File: config.mk
export PLATFORM = sky130hd
export DESIGN_NAME = abfp_port
export DESIGN_NICKNAME = d
export VERILOG_FILES = /design/src/design/abfp_pkg.sv /design/src/design/abfp_port.sv
export SDC_FILE = /design/constraint.sdc
export NUM_CORES = 1
export LEC_CHECK = 0
export BUFFER_PORTS_ARGS = -buffer_cell sky130_fd_sc_hd__buf_2
export CAP_MARGIN = 15
export CORE_ASPECT_RATIO = 1.1
export CORE_UTILIZATION = 46
export DETAILED_ROUTE_END_ITERATION = 8
export GPL_TIMING_DRIVEN = 0
export HOLD_SLACK_MARGIN = 0.1
export PLACE_DENSITY = 0.74
export SLEW_MARGIN = 10
export SYNTH_ARGS = -nofsm -noshare
export SYNTH_HDL_FRONTEND = slang
export SYNTH_SLANG_ARGS = --single-unit
File: constraint.sdc
create_clock -name clock -period 1.05 [get_ports clock]
set_input_delay 0.105 -clock clock [delete_from_list [all_inputs] [get_ports clock]]
set_output_delay 0.105 -clock clock [all_outputs]
set_load 0.01 [all_outputs]
File: src/design/abfp_pkg.sv
// package for the asynchronous byte fifo port
package abfp_pkg;
	localparam int DATA_W = 8;
	localparam logic [2:0] MODE_ASYNC_FIFO = 3'h1;
	localparam logic [1:0] STROBE_IDLE = 2'h3;
	localparam logic [DATA_W-1:0] DATA_RESET = 8'h00;

	// byte plus valid, used on both usb-side streams
	typedef struct packed {
		logic valid;
		logic [DATA_W-1:0] data;
	} abfp_byte_t;

	typedef enum logic [1:0] {
		ABFP_IDLE = 2'b00,
		ABFP_DRIVE = 2'b01,
		ABFP_RELEASE = 2'b11
	} abfp_rd_state_t;
endpackage

File: src/design/abfp_port.sv
// asynchronous byte fifo port, device side
`timescale 1ns/1ps
module abfp_port
	import abfp_pkg::*;
(
	// clock and reset
	input wire logic clock,
	input wire logic rst_n,
	// configuration
	input wire logic [2:0] port_mode,
	input wire logic remote_wake_en,
	input wire logic powered_indicator_n,
	// pins
	input wire logic read_strobe_n,
	input wire logic write_strobe_n,
	input wire logic send_now_wake_n,
	input wire logic [abfp_pkg::DATA_W-1:0] fifo_data_bus_in,
	output logic [abfp_pkg::DATA_W-1:0] fifo_data_bus_out,
	output logic fifo_data_bus_oe,
	output logic rx_data_available_n,
	output logic rx_data_available_oe,
	output logic tx_space_available_n,
	output logic tx_space_available_oe,
	// receive side, byte from usb
	input wire abfp_pkg::abfp_byte_t rx_in,
	output logic rx_in_ready,
	// transmit side, byte towards usb
	output abfp_pkg::abfp_byte_t tx_out,
	input wire logic tx_full,
	// usb engine requests
	output logic resume_req,
	output logic flush_req
);
	import abfp_pkg::*;

	logic [1:0] rd_sync_reg, wr_sync_reg, wk_sync_reg;
	logic rd_prev_reg, wr_prev_reg, wk_prev_reg;
	logic [DATA_W-1:0] d_sync1_reg, d_sync2_reg;
	logic mode_reg;
	abfp_rd_state_t rd_state_reg;
	abfp_byte_t hold_reg;
	logic rd_fall, rd_rise, wr_fall, wk_fall;
	logic hold_load;

	// edge decode shared by the strobe and wake detectors
	function automatic logic edge_fall(input logic prev_level, input logic cur_level);
		return prev_level && !cur_level;
	endfunction

	function automatic logic edge_rise(input logic prev_level, input logic cur_level);
		return !prev_level && cur_level;
	endfunction

	// two-flop synchronisers; pins are outside the clock domain
	always_ff @(posedge clock)
	begin
		if (!rst_n)
		begin
			rd_sync_reg <= STROBE_IDLE;
			wr_sync_reg <= STROBE_IDLE;
			wk_sync_reg <= STROBE_IDLE;
			d_sync1_reg <= DATA_RESET;
			d_sync2_reg <= DATA_RESET;
		end
		else
		begin
			rd_sync_reg <= {rd_sync_reg[0], read_strobe_n};
			wr_sync_reg <= {wr_sync_reg[0], write_strobe_n};
			wk_sync_reg <= {wk_sync_reg[0], send_now_wake_n};
			d_sync1_reg <= fifo_data_bus_in;
			d_sync2_reg <= d_sync1_reg;
		end
	end

	// edge detectors read only the second stage
	always_ff @(posedge clock)
	begin
		if (!rst_n)
		begin
			rd_prev_reg <= 1'b1;
			wr_prev_reg <= 1'b1;
			wk_prev_reg <= 1'b1;
		end
		else
		begin
			rd_prev_reg <= rd_sync_reg[1];
			wr_prev_reg <= wr_sync_reg[1];
			wk_prev_reg <= wk_sync_reg[1];
		end
	end

	assign rd_fall = mode_reg && edge_fall(rd_prev_reg, rd_sync_reg[1]);
	assign rd_rise = mode_reg && edge_rise(rd_prev_reg, rd_sync_reg[1]);
	assign wr_fall = mode_reg && edge_fall(wr_prev_reg, wr_sync_reg[1]);
	assign wk_fall = mode_reg && edge_fall(wk_prev_reg, wk_sync_reg[1]);
	// take a byte only between reads, so the byte under a low strobe never changes
	assign hold_load = mode_reg && !hold_reg.valid && rx_in.valid && rd_state_reg == ABFP_IDLE;

	always_ff @(posedge clock)
	begin
		if (!rst_n)
			mode_reg <= 1'b0;
		else
			mode_reg <= (port_mode == MODE_ASYNC_FIFO);
	end

	// one-byte holding stage feeding the pins
	always_ff @(posedge clock)
	begin
		if (!rst_n)
			hold_reg <= '0;
		else if (rd_rise)
			hold_reg.valid <= 1'b0;
		else if (hold_load)
			hold_reg <= rx_in;
	end

	always_ff @(posedge clock)
	begin
		if (!rst_n)
			rx_in_ready <= 1'b0;
		else
			// acknowledge one cycle after the take; the source then moves on
			rx_in_ready <= hold_load;
	end

	// read sequence: drive while low, release on rise
	always_ff @(posedge clock)
	begin
		if (!rst_n)
			rd_state_reg <= ABFP_IDLE;
		else
			unique case (rd_state_reg)
				ABFP_IDLE: if (rd_fall) rd_state_reg <= ABFP_DRIVE;
				ABFP_DRIVE: if (rd_rise) rd_state_reg <= ABFP_RELEASE;
				ABFP_RELEASE: rd_state_reg <= ABFP_IDLE;
				default: rd_state_reg <= ABFP_IDLE;
			endcase
	end

	always_ff @(posedge clock)
	begin
		if (!rst_n)
		begin
			fifo_data_bus_out <= DATA_RESET;
			fifo_data_bus_oe <= 1'b0;
		end
		else
		begin
			if (rd_fall)
				fifo_data_bus_out <= hold_reg.data;
			fifo_data_bus_oe <= mode_reg && !rd_sync_reg[1];
		end
	end

	// flags; output enables low in reset
	always_ff @(posedge clock)
	begin
		if (!rst_n)
		begin
			rx_data_available_n <= 1'b1;
			rx_data_available_oe <= 1'b0;
			tx_space_available_n <= 1'b1;
			tx_space_available_oe <= 1'b0;
		end
		else
		begin
			rx_data_available_oe <= 1'b1;
			tx_space_available_oe <= 1'b1;
			// flag drops only in idle with a byte held
			rx_data_available_n <= !(mode_reg && hold_reg.valid && !rd_rise
				&& rd_state_reg == ABFP_IDLE);
			tx_space_available_n <= !mode_reg || tx_full;
		end
	end

	always_ff @(posedge clock)
	begin
		if (!rst_n)
			tx_out <= '0;
		else
		begin
			tx_out.valid <= wr_fall && !tx_full;
			if (wr_fall)
				tx_out.data <= d_sync2_reg;
		end
	end

	always_ff @(posedge clock)
	begin
		if (!rst_n)
		begin
			resume_req <= 1'b0;
			flush_req <= 1'b0;
		end
		else
		begin
			resume_req <= wk_fall && powered_indicator_n && remote_wake_en;
			flush_req <= wk_fall && !powered_indicator_n;
		end
	end

	// the bus checks and chk_write_capture tie outputs back to the pins, since pin to output is fixed at three clocks: two sync flops plus the output register
	chk_flag_release: assert property (@(posedge clock) disable iff (!rst_n)
		rd_rise
		|=> rx_data_available_n [*2])
		else $error("receive flag not raised after read");

	chk_flag_busy: assert property (@(posedge clock) disable iff (!rst_n)
		rd_state_reg != ABFP_IDLE
		|=> rx_data_available_n)
		else $error("receive flag low during a read");

	chk_flag_needs_byte: assert property (@(posedge clock) disable iff (!rst_n)
		!rx_data_available_n
		|-> $past(hold_reg.valid))
		else $error("receive flag low with no byte held");

	chk_bus_drive: assert property (@(posedge clock) disable iff (!rst_n)
		fifo_data_bus_oe
		|-> $past(!read_strobe_n, 3))
		else $error("data bus driven with read strobe high");

	chk_bus_quiet: assert property (@(posedge clock) disable iff (!rst_n)
		$past(read_strobe_n, 3)
		|-> !fifo_data_bus_oe)
		else $error("data bus not released");

	chk_bus_release: assert property (@(posedge clock) disable iff (!rst_n)
		$rose(read_strobe_n)
		|-> ##[1:4] !fifo_data_bus_oe)
		else $error("data bus held after read strobe rose");

	chk_read_data: assert property (@(posedge clock) disable iff (!rst_n)
		rd_fall
		|=> fifo_data_bus_out == $past(hold_reg.data))
		else $error("read byte wrong");

	chk_hold_take: assert property (@(posedge clock) disable iff (!rst_n)
		hold_load && !rd_rise
		|=> hold_reg.valid && rx_in_ready)
		else $error("receive byte not taken");

	chk_hold_advance: assert property (@(posedge clock) disable iff (!rst_n)
		rd_rise
		|=> !hold_reg.valid)
		else $error("receive stage not advanced");

	chk_tx_full_flag: assert property (@(posedge clock) disable iff (!rst_n)
		tx_full
		|=> tx_space_available_n)
		else $error("transmit flag low when full");

	chk_tx_space_free: assert property (@(posedge clock) disable iff (!rst_n)
		mode_reg && !tx_full
		|=> !tx_space_available_n)
		else $error("transmit flag high with space free");

	chk_write_capture: assert property (@(posedge clock) disable iff (!rst_n)
		wr_fall && !tx_full
		|=> tx_out.valid && tx_out.data == $past(fifo_data_bus_in, 3))
		else $error("write byte lost");

	chk_write_single: assert property (@(posedge clock) disable iff (!rst_n)
		!wr_fall
		|=> !tx_out.valid)
		else $error("transmit byte without write strobe");

	chk_resume_req: assert property (@(posedge clock) disable iff (!rst_n)
		resume_req
		|-> $past(powered_indicator_n && remote_wake_en))
		else $error("resume requested while awake or disabled");

	chk_wake_resume: assert property (@(posedge clock) disable iff (!rst_n)
		wk_fall && powered_indicator_n && remote_wake_en
		|=> resume_req)
		else $error("wake pulse gave no resume");

	chk_flush_req: assert property (@(posedge clock) disable iff (!rst_n)
		flush_req
		|-> $past(!powered_indicator_n))
		else $error("flush requested while suspended");

	chk_mode_gate: assert property (@(posedge clock) disable iff (!rst_n)
		!mode_reg
		|=> tx_space_available_n && rx_data_available_n)
		else $error("flags low outside fifo mode");

	chk_flag_oe: assert property (@(posedge clock) disable iff (!rst_n)
		$past(rst_n)
		|-> rx_data_available_oe && tx_space_available_oe)
		else $error("flags undriven after reset");

	// no disable here: this one must look inside reset
	chk_reset_float: assert property (@(posedge clock)
		!rst_n
		|=> !rx_data_available_oe && !tx_space_available_oe)
		else $error("flags driven during reset");

	cov_read: cover property (@(posedge clock) disable iff (!rst_n) rd_fall ##[1:20] rd_rise);
	cov_write: cover property (@(posedge clock) disable iff (!rst_n) tx_out.valid);
	cov_resume: cover property (@(posedge clock) disable iff (!rst_n) resume_req);
	cov_flush: cover property (@(posedge clock) disable iff (!rst_n) flush_req);
	cov_take: cover property (@(posedge clock) disable iff (!rst_n) rx_in_ready);
endmodule

==> impl_metrics.csv, run 1 <==
group,metric,value,unit
route,route.detailed.drc,0,
critical_path,cp-end-kind,"register",
power,vdd_ir_drop_max,0.998,mV
clock_tree,cts-root-buf,"clkbuf_8",
yosys,ys_types,23,
yosys,syn_area_per_cell,11.2,um2
timing,worst_slew_pin_slew,0.500,ns
route,routedWlPerCell,12.9,um
die,die_w,64.9,um
critical_path,slowest_stage,"dfxtp_2",
power,p_leak,1.35,nW
die,io_pins,53,
route,vias,1505,
placement,routabilityCongestion,0.690,
critical_path,cp.arrival,1.47,ns
clock_tree,cts_tree,"yes",
route,drt-pass1-iter-count,4,
layout,layout_common_cells,"dfxtp_1, buf_2, dlygate4sd3_1",
layout,layout-drive-gt1-share,32.0,%
global_routing,antenna_found_initial,0,
clock_tree,path_clk_slew,0.06,ns
global_routing,track_usage,19.5,%
timing,setup_viol,17,
global_routing,grt_max_degree,11,
route,postRouteWirelength,4260,um
timing,rsz0062_at_grt,"yes",
min_path,hp-class,"in2reg",
timing,period_share,116,%
yosys,synth-warning-count,0,
timing,hold_viol,0,
die,coreArea,0.00405,mm2
layout,final_common_cell,"dfxtp_1",
layout,fin_util,70.4,%
die,start_util,49.4,%
global_routing,grt_remaining_overflow,0,
layout,fillers,304,
clock_tree,cts_buffer_depth,2,
critical_path,cp_cell_sequence,"and2b_2 -> nor4b_4 -> buf_6 -> mux2i_1",
critical_path,critPathLaunchType,"register",
global_routing,grt_pass1_vias,1502,
status,outcome,"complete, but fails checks",
critical_path,crit_fanout,8,
status,violations,"setup timing",
timing,finClkSkew,0.00594,ns
timing,fin_ws,-0.166,ns
clock_tree,htree_levels,3,
global_routing,grt_pass1_wl,6580,um
die,num_rows,24,
route,drt.antenna.violating_nets,0,
die,fp.dieH,71.2,um
flow_run,drv_cap,0,
critical_path,critPathKind,"reg2reg",
critical_path,crit_family,"simple AND/OR/NAND/NOR gates",
critical_path,worstPathRequired,1.30,ns
die,die_area,0.00462,mm2
timing,period_needed,1.22,ns
clock_tree,worstSkewPairLatency,0.32,ns
timing,maxSlewHeadroom,66.7,%
yosys,synthesis.nets,206,
timing,slew_viol_final,0,
placement,post-dp-hpwl,2420,um
route,via_per_inst,4.56,
layout,syn2layout_area_growth,42.6,%
layout,nets,301,
yosys,synth_seq_area_share,61.0,%
power,power_density,1560,mW/mm2
critical_path,cpPeakStageDelay,0.32,ns
yosys,yosys_register_bits,61,
layout,diodes,0,
placement,portBuffers,52,
yosys,syn_inst,178,
timing,fmax,823,MHz
critical_path,worst-path-buf-inv,1,
placement,dp.cells,282,
yosys,syn_area,0.00200,mm2
clock_tree,clock-sinks,61,
layout,final_cells,330,
layout,multiInputGateArea,749,um2
route,drt_iter0_markers,67,
layout,register_area,0.00123,mm2
clock_tree,cts_made_buffers,9,
-- stage by stage --
| step | cell area, um2 | hold WS [ns] | setup slack [ns] | total power [mW] | setup TNS (ns) |
|---|---|---|---|---|---|
| 2_1_floorplan | 2000 | 0.133 | -0.0922 | 2.53 | -0.738 |
| 3_3_place_gp | 2330 | 0.222 | -0.213 | 2.60 | -2.76 |
| 3_5_place_dp | 2330 | 0.225 | -0.216 | 2.61 | -3.12 |
| 4_1_cts | 2770 | 0.104 | -0.167 | 4.46 | -1.26 |
| 5_1_grt | 2850 | 0.114 | -0.240 | 4.61 | -2.99 |
| 6_report | 2850 | 0.115 | -0.166 | 4.45 | -1.94 |
-- path summary, 6_finish.rpt --
path                   from  slack [ns]  cells past startpoint             end
max reg2reg     rd_prev_reg       -0.17                      4     hold_reg[3]
max             rd_prev_reg       -0.17                      4     hold_reg[3]
min reg2reg  wr_sync_reg[0]        0.41                      1  wr_sync_reg[1]
min            port_mode[2]        0.12                      2        mode_reg
-- layer usage --
layer	track usage (%)	up-vias	wire length (um)
met5	0	-	0
met4	11.6	0	73
met3	5.65	10	161
met2	35.0	46	2280
met1	19.6	687	1740
li1	-	762	-
-- power breakdown --
part | leakage [nW] | switching, mW | internal, mW
Clock | 0.0877 | 0.816 | 0.987
Sequential | 0.497 | 0.0173 | 2.37
Combinational | 0.762 | 0.103 | 0.165
Total | 1.35 | 0.936 | 3.52
-- layout make-up --
type,instances,share of cell area (%)
well taps,52,2.28
clock inverters,1,0.175
multi-input cells,106,26.3
flip-flops and latches,61,43.1
clock buffers,15,5.83
repair buffers,84,20.0
plain buffers,11,2.41
-- cell usage after synthesis --
master | instances | share of area [%]
dfxtp_1 | 61 | 61
and2b_1 | 1 | 0.38
or2_1 | 1 | 0.31
and4bb_2 | 1 | 0.62
clkbuf_1 | 6 | 1.1
and2_1 | 17 | 5.3
nand2_2 | 1 | 0.31
nand4b_1 | 1 | 0.44
nor3b_1 | 2 | 0.75
nor2b_1 | 17 | 5.3
o211a_1 | 1 | 0.50
nor3_1 | 1 | 0.25
nand2b_1 | 9 | 2.8
nor2_1 | 5 | 0.94
nand3b_1 | 2 | 0.75
buf_6 | 1 | 0.56
buf_4 | 1 | 0.38
nor4_1 | 1 | 0.31
nand2_1 | 20 | 3.7
nand3_1 | 1 | 0.25
nor4b_4 | 1 | 1.2
buf_2 | 3 | 0.75
mux2i_1 | 24 | 12
-- what timing repair did --
item | in CTS | in global routing
buffers inserted | 1 | 5
endpoints found under the hold margin | 25 | 0
hold buffers | 25 | 0
gates cloned | 0 | 1
setup endpoints to repair | 28 | 29
pin swaps | 0 | 4
resized for setup | 5 | 15
-- cell families (layout without fill, tap and decap cells) --
family / after synthesis / after routing / share of synthesized area, %
compound gates: 1 / 1 / 0.500
simple gates: 81 / 81 / 23.7
buf+inv: 11 / 111 / 2.81
mux: 24 / 24 / 12.0
flops: 61 / 61 / 61.0
Power figures use the tool's default switching activity.
==> run 2, diff against run 1 <==
--- a/config.mk
+++ b/config.mk
@@ -7,10 +7,9 @@
 export LEC_CHECK = 0
 export BUFFER_PORTS_ARGS = -buffer_cell sky130_fd_sc_hd__buf_2
 export CAP_MARGIN = 15
-export CORE_ASPECT_RATIO = 1.1
 export CORE_UTILIZATION = 46
 export DETAILED_ROUTE_END_ITERATION = 8
-export GPL_TIMING_DRIVEN = 0
+export GPL_TIMING_DRIVEN = 1
 export HOLD_SLACK_MARGIN = 0.1
 export PLACE_DENSITY = 0.74
 export SLEW_MARGIN = 10
==> impl_metrics.csv, run 2 (synthesis gave the netlist of run 1 again) <==
group,metric,value,unit
status,outcome,"complete, but fails checks",
status,violations,"setup timing",
timing,hold_viol,0,
flow_run,drv_cap,0,
layout,nets,298,
timing,setup_viol,27,
timing,slew_viol_final,0,
timing,fin_tns_setup,-1.85,ns
die,fp.dieH,68.0,um
clock_tree,cts_made_buffers,9,
clock_tree,cts-root-buf,"clkbuf_8",
route,via_per_inst,4.50,
critical_path,worstPathRequired,1.30,ns
route,postRouteWirelength,3940,um
power,power_density,1680,mW/mm2
timing,finClkSkew,0.00519,ns
critical_path,r2r_start,"rd_prev_reg",
layout,final_common_cell,"dfxtp_1",
clock_tree,path_clk_slew,0.06,ns
route,drt_iter0_markers,30,
global_routing,grt_max_degree,33,
layout,layout_common_cells,"dfxtp_1, buf_2, dlygate4sd3_1",
layout,fin_util,71.7,%
timing,period_needed,1.26,ns
die,io_pins,53,
die,die_area,0.00462,mm2
timing,rsz0062_at_grt,"yes",
power,p_leak,1.40,nW
clock_tree,worstSkewPairLatency,0.33,ns
die,num_rows,23,
route,vias,1461,
layout,design_area,0.00293,mm2
timing,worst_slew_pin_slew,0.364,ns
placement,post-dp-hpwl,2310,um
critical_path,rrSetupSlack,-0.21,ns
layout,layout-drive-gt1-share,34.2,%
layout,diodes,0,
layout,final_cells,325,
placement,dp.cells,284,
min_path,hp-class,"in2reg",
die,start_util,49.0,%
route,route.detailed.drc,0,
clock_tree,clock-sinks,61,
route,routedWlPerCell,12.1,um
timing,period_share,120,%
placement,portBuffers,52,
clock_tree,htree_levels,3,
layout,syn2layout_area_growth,46.4,%
min_path,hold_start,"rst_n",
clock_tree,cts_buffer_depth,2,
critical_path,r2r_end,"hold_reg[5]",
placement,routabilityCongestion,0.792,
power,vdd_ir_drop_max,1.90,mV
min_path,hold_depth,3,
critical_path,cp-end-kind,"register",
timing,fin_ws,-0.209,ns
global_routing,track_usage,20.2,%
timing,maxSlewHeadroom,75.5,%
global_routing,grt_pass1_wl,6470,um
critical_path,critPathKind,"reg2reg",
critical_path,reg2reg_depth,4,
critical_path,crit_fanout,8,
timing,fmax,794,MHz
critical_path,critPathLaunchType,"register",
layout,fillers,308,
die,die_w,68.0,um
route,drt.antenna.violating_nets,0,
global_routing,antenna_found_initial,0,
critical_path,cp.arrival,1.51,ns
timing,timing.hold.ws,0.140,ns
clock_tree,cts_tree,"yes",
global_routing,grt_pass1_vias,1464,
global_routing,grt_remaining_overflow,0,
placement,placed_area,0.00242,mm2
die,coreArea,0.00409,mm2
min_path,hold_end,"tx_space_available_n",
route,drt-pass1-iter-count,4,
## run 2: layout make-up
class                   count  area (um2)  share of cell area, %
flip-flops and latches     61        1220                   41.8
repair buffers             92         668                   22.8
clock inverters             4        70.1                   2.39
clock buffers              12         155                   5.29
well taps                  50        62.6                   2.13
multi-input cells         106         751                   25.6
## run 2: worst max-delay path by stage
stage                start          end  depth (start not counted)
6_report       rd_prev_reg  hold_reg[5]                          4
5_1_grt        rd_prev_reg  hold_reg[1]                          4
4_1_cts        rd_prev_reg  hold_reg[1]                          4
3_5_place_dp   rd_prev_reg  hold_reg[1]                          4
3_3_place_gp   rd_prev_reg  hold_reg[3]                          4
2_1_floorplan  rd_prev_reg  hold_reg[0]                          4
## run 2: stage by stage
stage	power, mW	setup slack, ns
2_1_floorplan	2.53	-0.0922
3_3_place_gp	2.61	-0.121
3_5_place_dp	2.61	-0.183
4_1_cts	4.99	-0.205
5_1_grt	5.15	-0.267
6_report	4.93	-0.209
## run 2: metal layers
metal  up-vias  wire length, um  track usage [%]
li1        753                -                -
met1       662             1590             20.2
met2        38             2070             34.2
met3         8              210             10.7
met4         0               70             9.38
met5         -                0                0
## run 2: repair_timing
action	4_1_cts	5_1_grt
gates cloned	0	0
pin swaps	0	4
hold buffers	25	0
buffers inserted	0	1
endpoints found under the setup margin	26	29
endpoints found under the hold margin	24	0
resized for setup	5	6
## run 2: critical path: stages (launching register included)
cell and delay (ns):
dfxtp_2 0.32, and2b_2 0.24, nor4b_4 0.26, buf_12 0.17, mux2i_1 0.19
## run 2: power breakdown
part           leakage [nW]  internal (mW)  switching (mW)
Clock                 0.116           1.46           0.834
Combinational         0.783          0.166          0.0918
Sequential            0.497           2.37          0.0168
==> run 3, diff against run 2 <==
--- a/config.mk
+++ b/config.mk
@@ -7,6 +7,7 @@
 export LEC_CHECK = 0
 export BUFFER_PORTS_ARGS = -buffer_cell sky130_fd_sc_hd__buf_2
 export CAP_MARGIN = 15
+export CORE_ASPECT_RATIO = 1.1
 export CORE_UTILIZATION = 46
 export DETAILED_ROUTE_END_ITERATION = 8
 export GPL_TIMING_DRIVEN = 1
==> impl_metrics.csv, run 3 (synthesis gave the netlist of run 1 again) <==
group,metric,value,unit
layout,design_area,0.00293,mm2
placement,routabilityCongestion,0.673,
power,power_density,1710,mW/mm2
clock_tree,cts-root-buf,"clkbuf_8",
die,coreArea,0.00405,mm2
clock_tree,cts_tree,"yes",
timing,finClkSkew,0.00714,ns
placement,portBuffers,52,
global_routing,grt_pass1_wl,6200,um
clock_tree,htree_levels,3,
global_routing,antenna_found_initial,0,
die,start_util,49.4,%
die,io_pins,53,
global_routing,grt_remaining_overflow,0,
timing,period_share,117,%
timing,fmax,815,MHz
critical_path,endpoint,"hold_reg[3]",
timing,rsz0062_at_grt,"yes",
timing,maxSlewHeadroom,81.8,%
critical_path,r2r_start,"rd_prev_reg",
clock_tree,cts_buffer_depth,2,
timing,setup_viol,17,
route,drt-pass1-iter-count,4,
critical_path,crit_fanout,8,
critical_path,startpoint,"rd_prev_reg",
power,power.total,5.01,mW
route,routedWlPerCell,11.3,um
route,route.detailed.drc,0,
placement,pre_cts_slack,-0.169,ns
global_routing,track_usage,18.6,%
status,violations,"setup timing",
route,drt.antenna.violating_nets,0,
route,routed.top_layer,"met4",
die,die_w,64.9,um
critical_path,slowest_stage,"dfxtp_1",
placement,placed_area,0.00241,mm2
layout,final_common_cell,"dfxtp_1",
critical_path,r2r_end,"hold_reg[3]",
critical_path,cpPeakStageDelay,0.32,ns
route,dr_wl_met3,139,um
timing,period_needed,1.23,ns
critical_path,critPathKind,"reg2reg",
layout,syn2layout_area_growth,46.1,%
timing,fin_ws,-0.177,ns
die,fp.dieH,71.2,um
clock_tree,path_clk_slew,0.06,ns
layout,layout_common_cells,"dfxtp_1, buf_2, dlygate4sd3_1",
critical_path,worstPathRequired,1.31,ns
timing,timing.hold.ws,0.127,ns
status,outcome,"complete, but fails checks",
timing,slew_viol_final,0,
critical_path,crit_cells,4,
timing,hold_viol,0,
critical_path,cp-end-kind,"register",
min_path,hp-class,"in2reg",
clock_tree,worstSkewPairLatency,0.33,ns
layout,fin_util,72.2,%
clock_tree,cts_made_buffers,9,
power,vdd_ir_drop_max,1.24,mV
power,p_leak,1.40,nW
route,route.met2.wl,1920,um
route,postRouteWirelength,3710,um
layout,layout-drive-gt1-share,32.4,%
layout,diodes,0,
critical_path,worst-path-buf-inv,1,
layout,nets,299,
critical_path,cp.arrival,1.48,ns
route,vias,1465,
critical_path,reg2reg_depth,4,
die,die_area,0.00462,mm2
placement,post-dp-hpwl,2210,um
clock_tree,clock-sinks,61,
route,drt_iter0_markers,45,
route,wirelength_met1,1500,um
critical_path,critPathLaunchType,"register",
timing,worst_slew_pin_slew,0.270,ns
flow_run,drv_cap,0,
critical_path,crit_family,"simple AND/OR/NAND/NOR gates",
critical_path,cp_cell_sequence,"and2b_1 -> nor4b_4 -> buf_12 -> mux2i_1",
route,via_per_inst,4.48,
critical_path,rrSetupSlack,-0.18,ns
global_routing,grt_max_degree,29,
global_routing,grt_pass1_vias,1513,
die,num_rows,24,
-- run 3: per-layer routing --
metal	up-vias	GRT usage [%]
met3	11	4.84
met2	39	33.0
met1	658	18.0
met5	-	0
met4	0	14.8
li1	757	-
-- run 3: what timing repair did --
| item | in CTS | in global routing |
|---|---|---|
| endpoints found under the hold margin | 24 | 0 |
| buffers inserted | 1 | 0 |
| pin swaps | 2 | 1 |
| setup endpoints to repair | 24 | 27 |
| hold buffers | 25 | 0 |
| gates resized for setup | 5 | 2 |
-- run 3: layout make-up --
class,count,area [um2]
Clock inverter,5,100
Timing Repair Buffer,93,667
Multi-Input combinational cell,106,743
Sequential cell,61,1220
Tap cell,52,65.1
Fill cell,317,1130
Clock buffer,10,128
-- run 3: worst min path at each step --
stage               cells past startpoint                    end           startpoint
floorplan                               0  tx_space_available_oe                rst_n
global placement                        2         wr_sync_reg[0]       write_strobe_n
detailed placement                      2              flush_req  powered_indicator_n
CTS                                     3   tx_space_available_n                rst_n
global route                            3   tx_space_available_n                rst_n
finish                                  3   tx_space_available_n                rst_n
-- run 3: per-stage QoR --
step	TNS, ns	instances
after floorplan	-0.738	178
after global placement	-1.41	286
after detailed placement	-2.10	286
after CTS	-1.68	327
after global routing	-3.31	327
final	-1.55	327
-- run 3: worst min-delay path, stage by stage --
cell and delay (ns):
buf_2 0.13, nand2_1 0.08, or2_1 0.11
-- run 3: power breakdown --
group | switching [mW] | internal (mW) | leakage, nW
Clock | 0.822 | 1.55 | 0.116
Combinational | 0.0903 | 0.165 | 0.784
Sequential | 0.0148 | 2.37 | 0.498
Total | 0.927 | 4.09 | 1.40
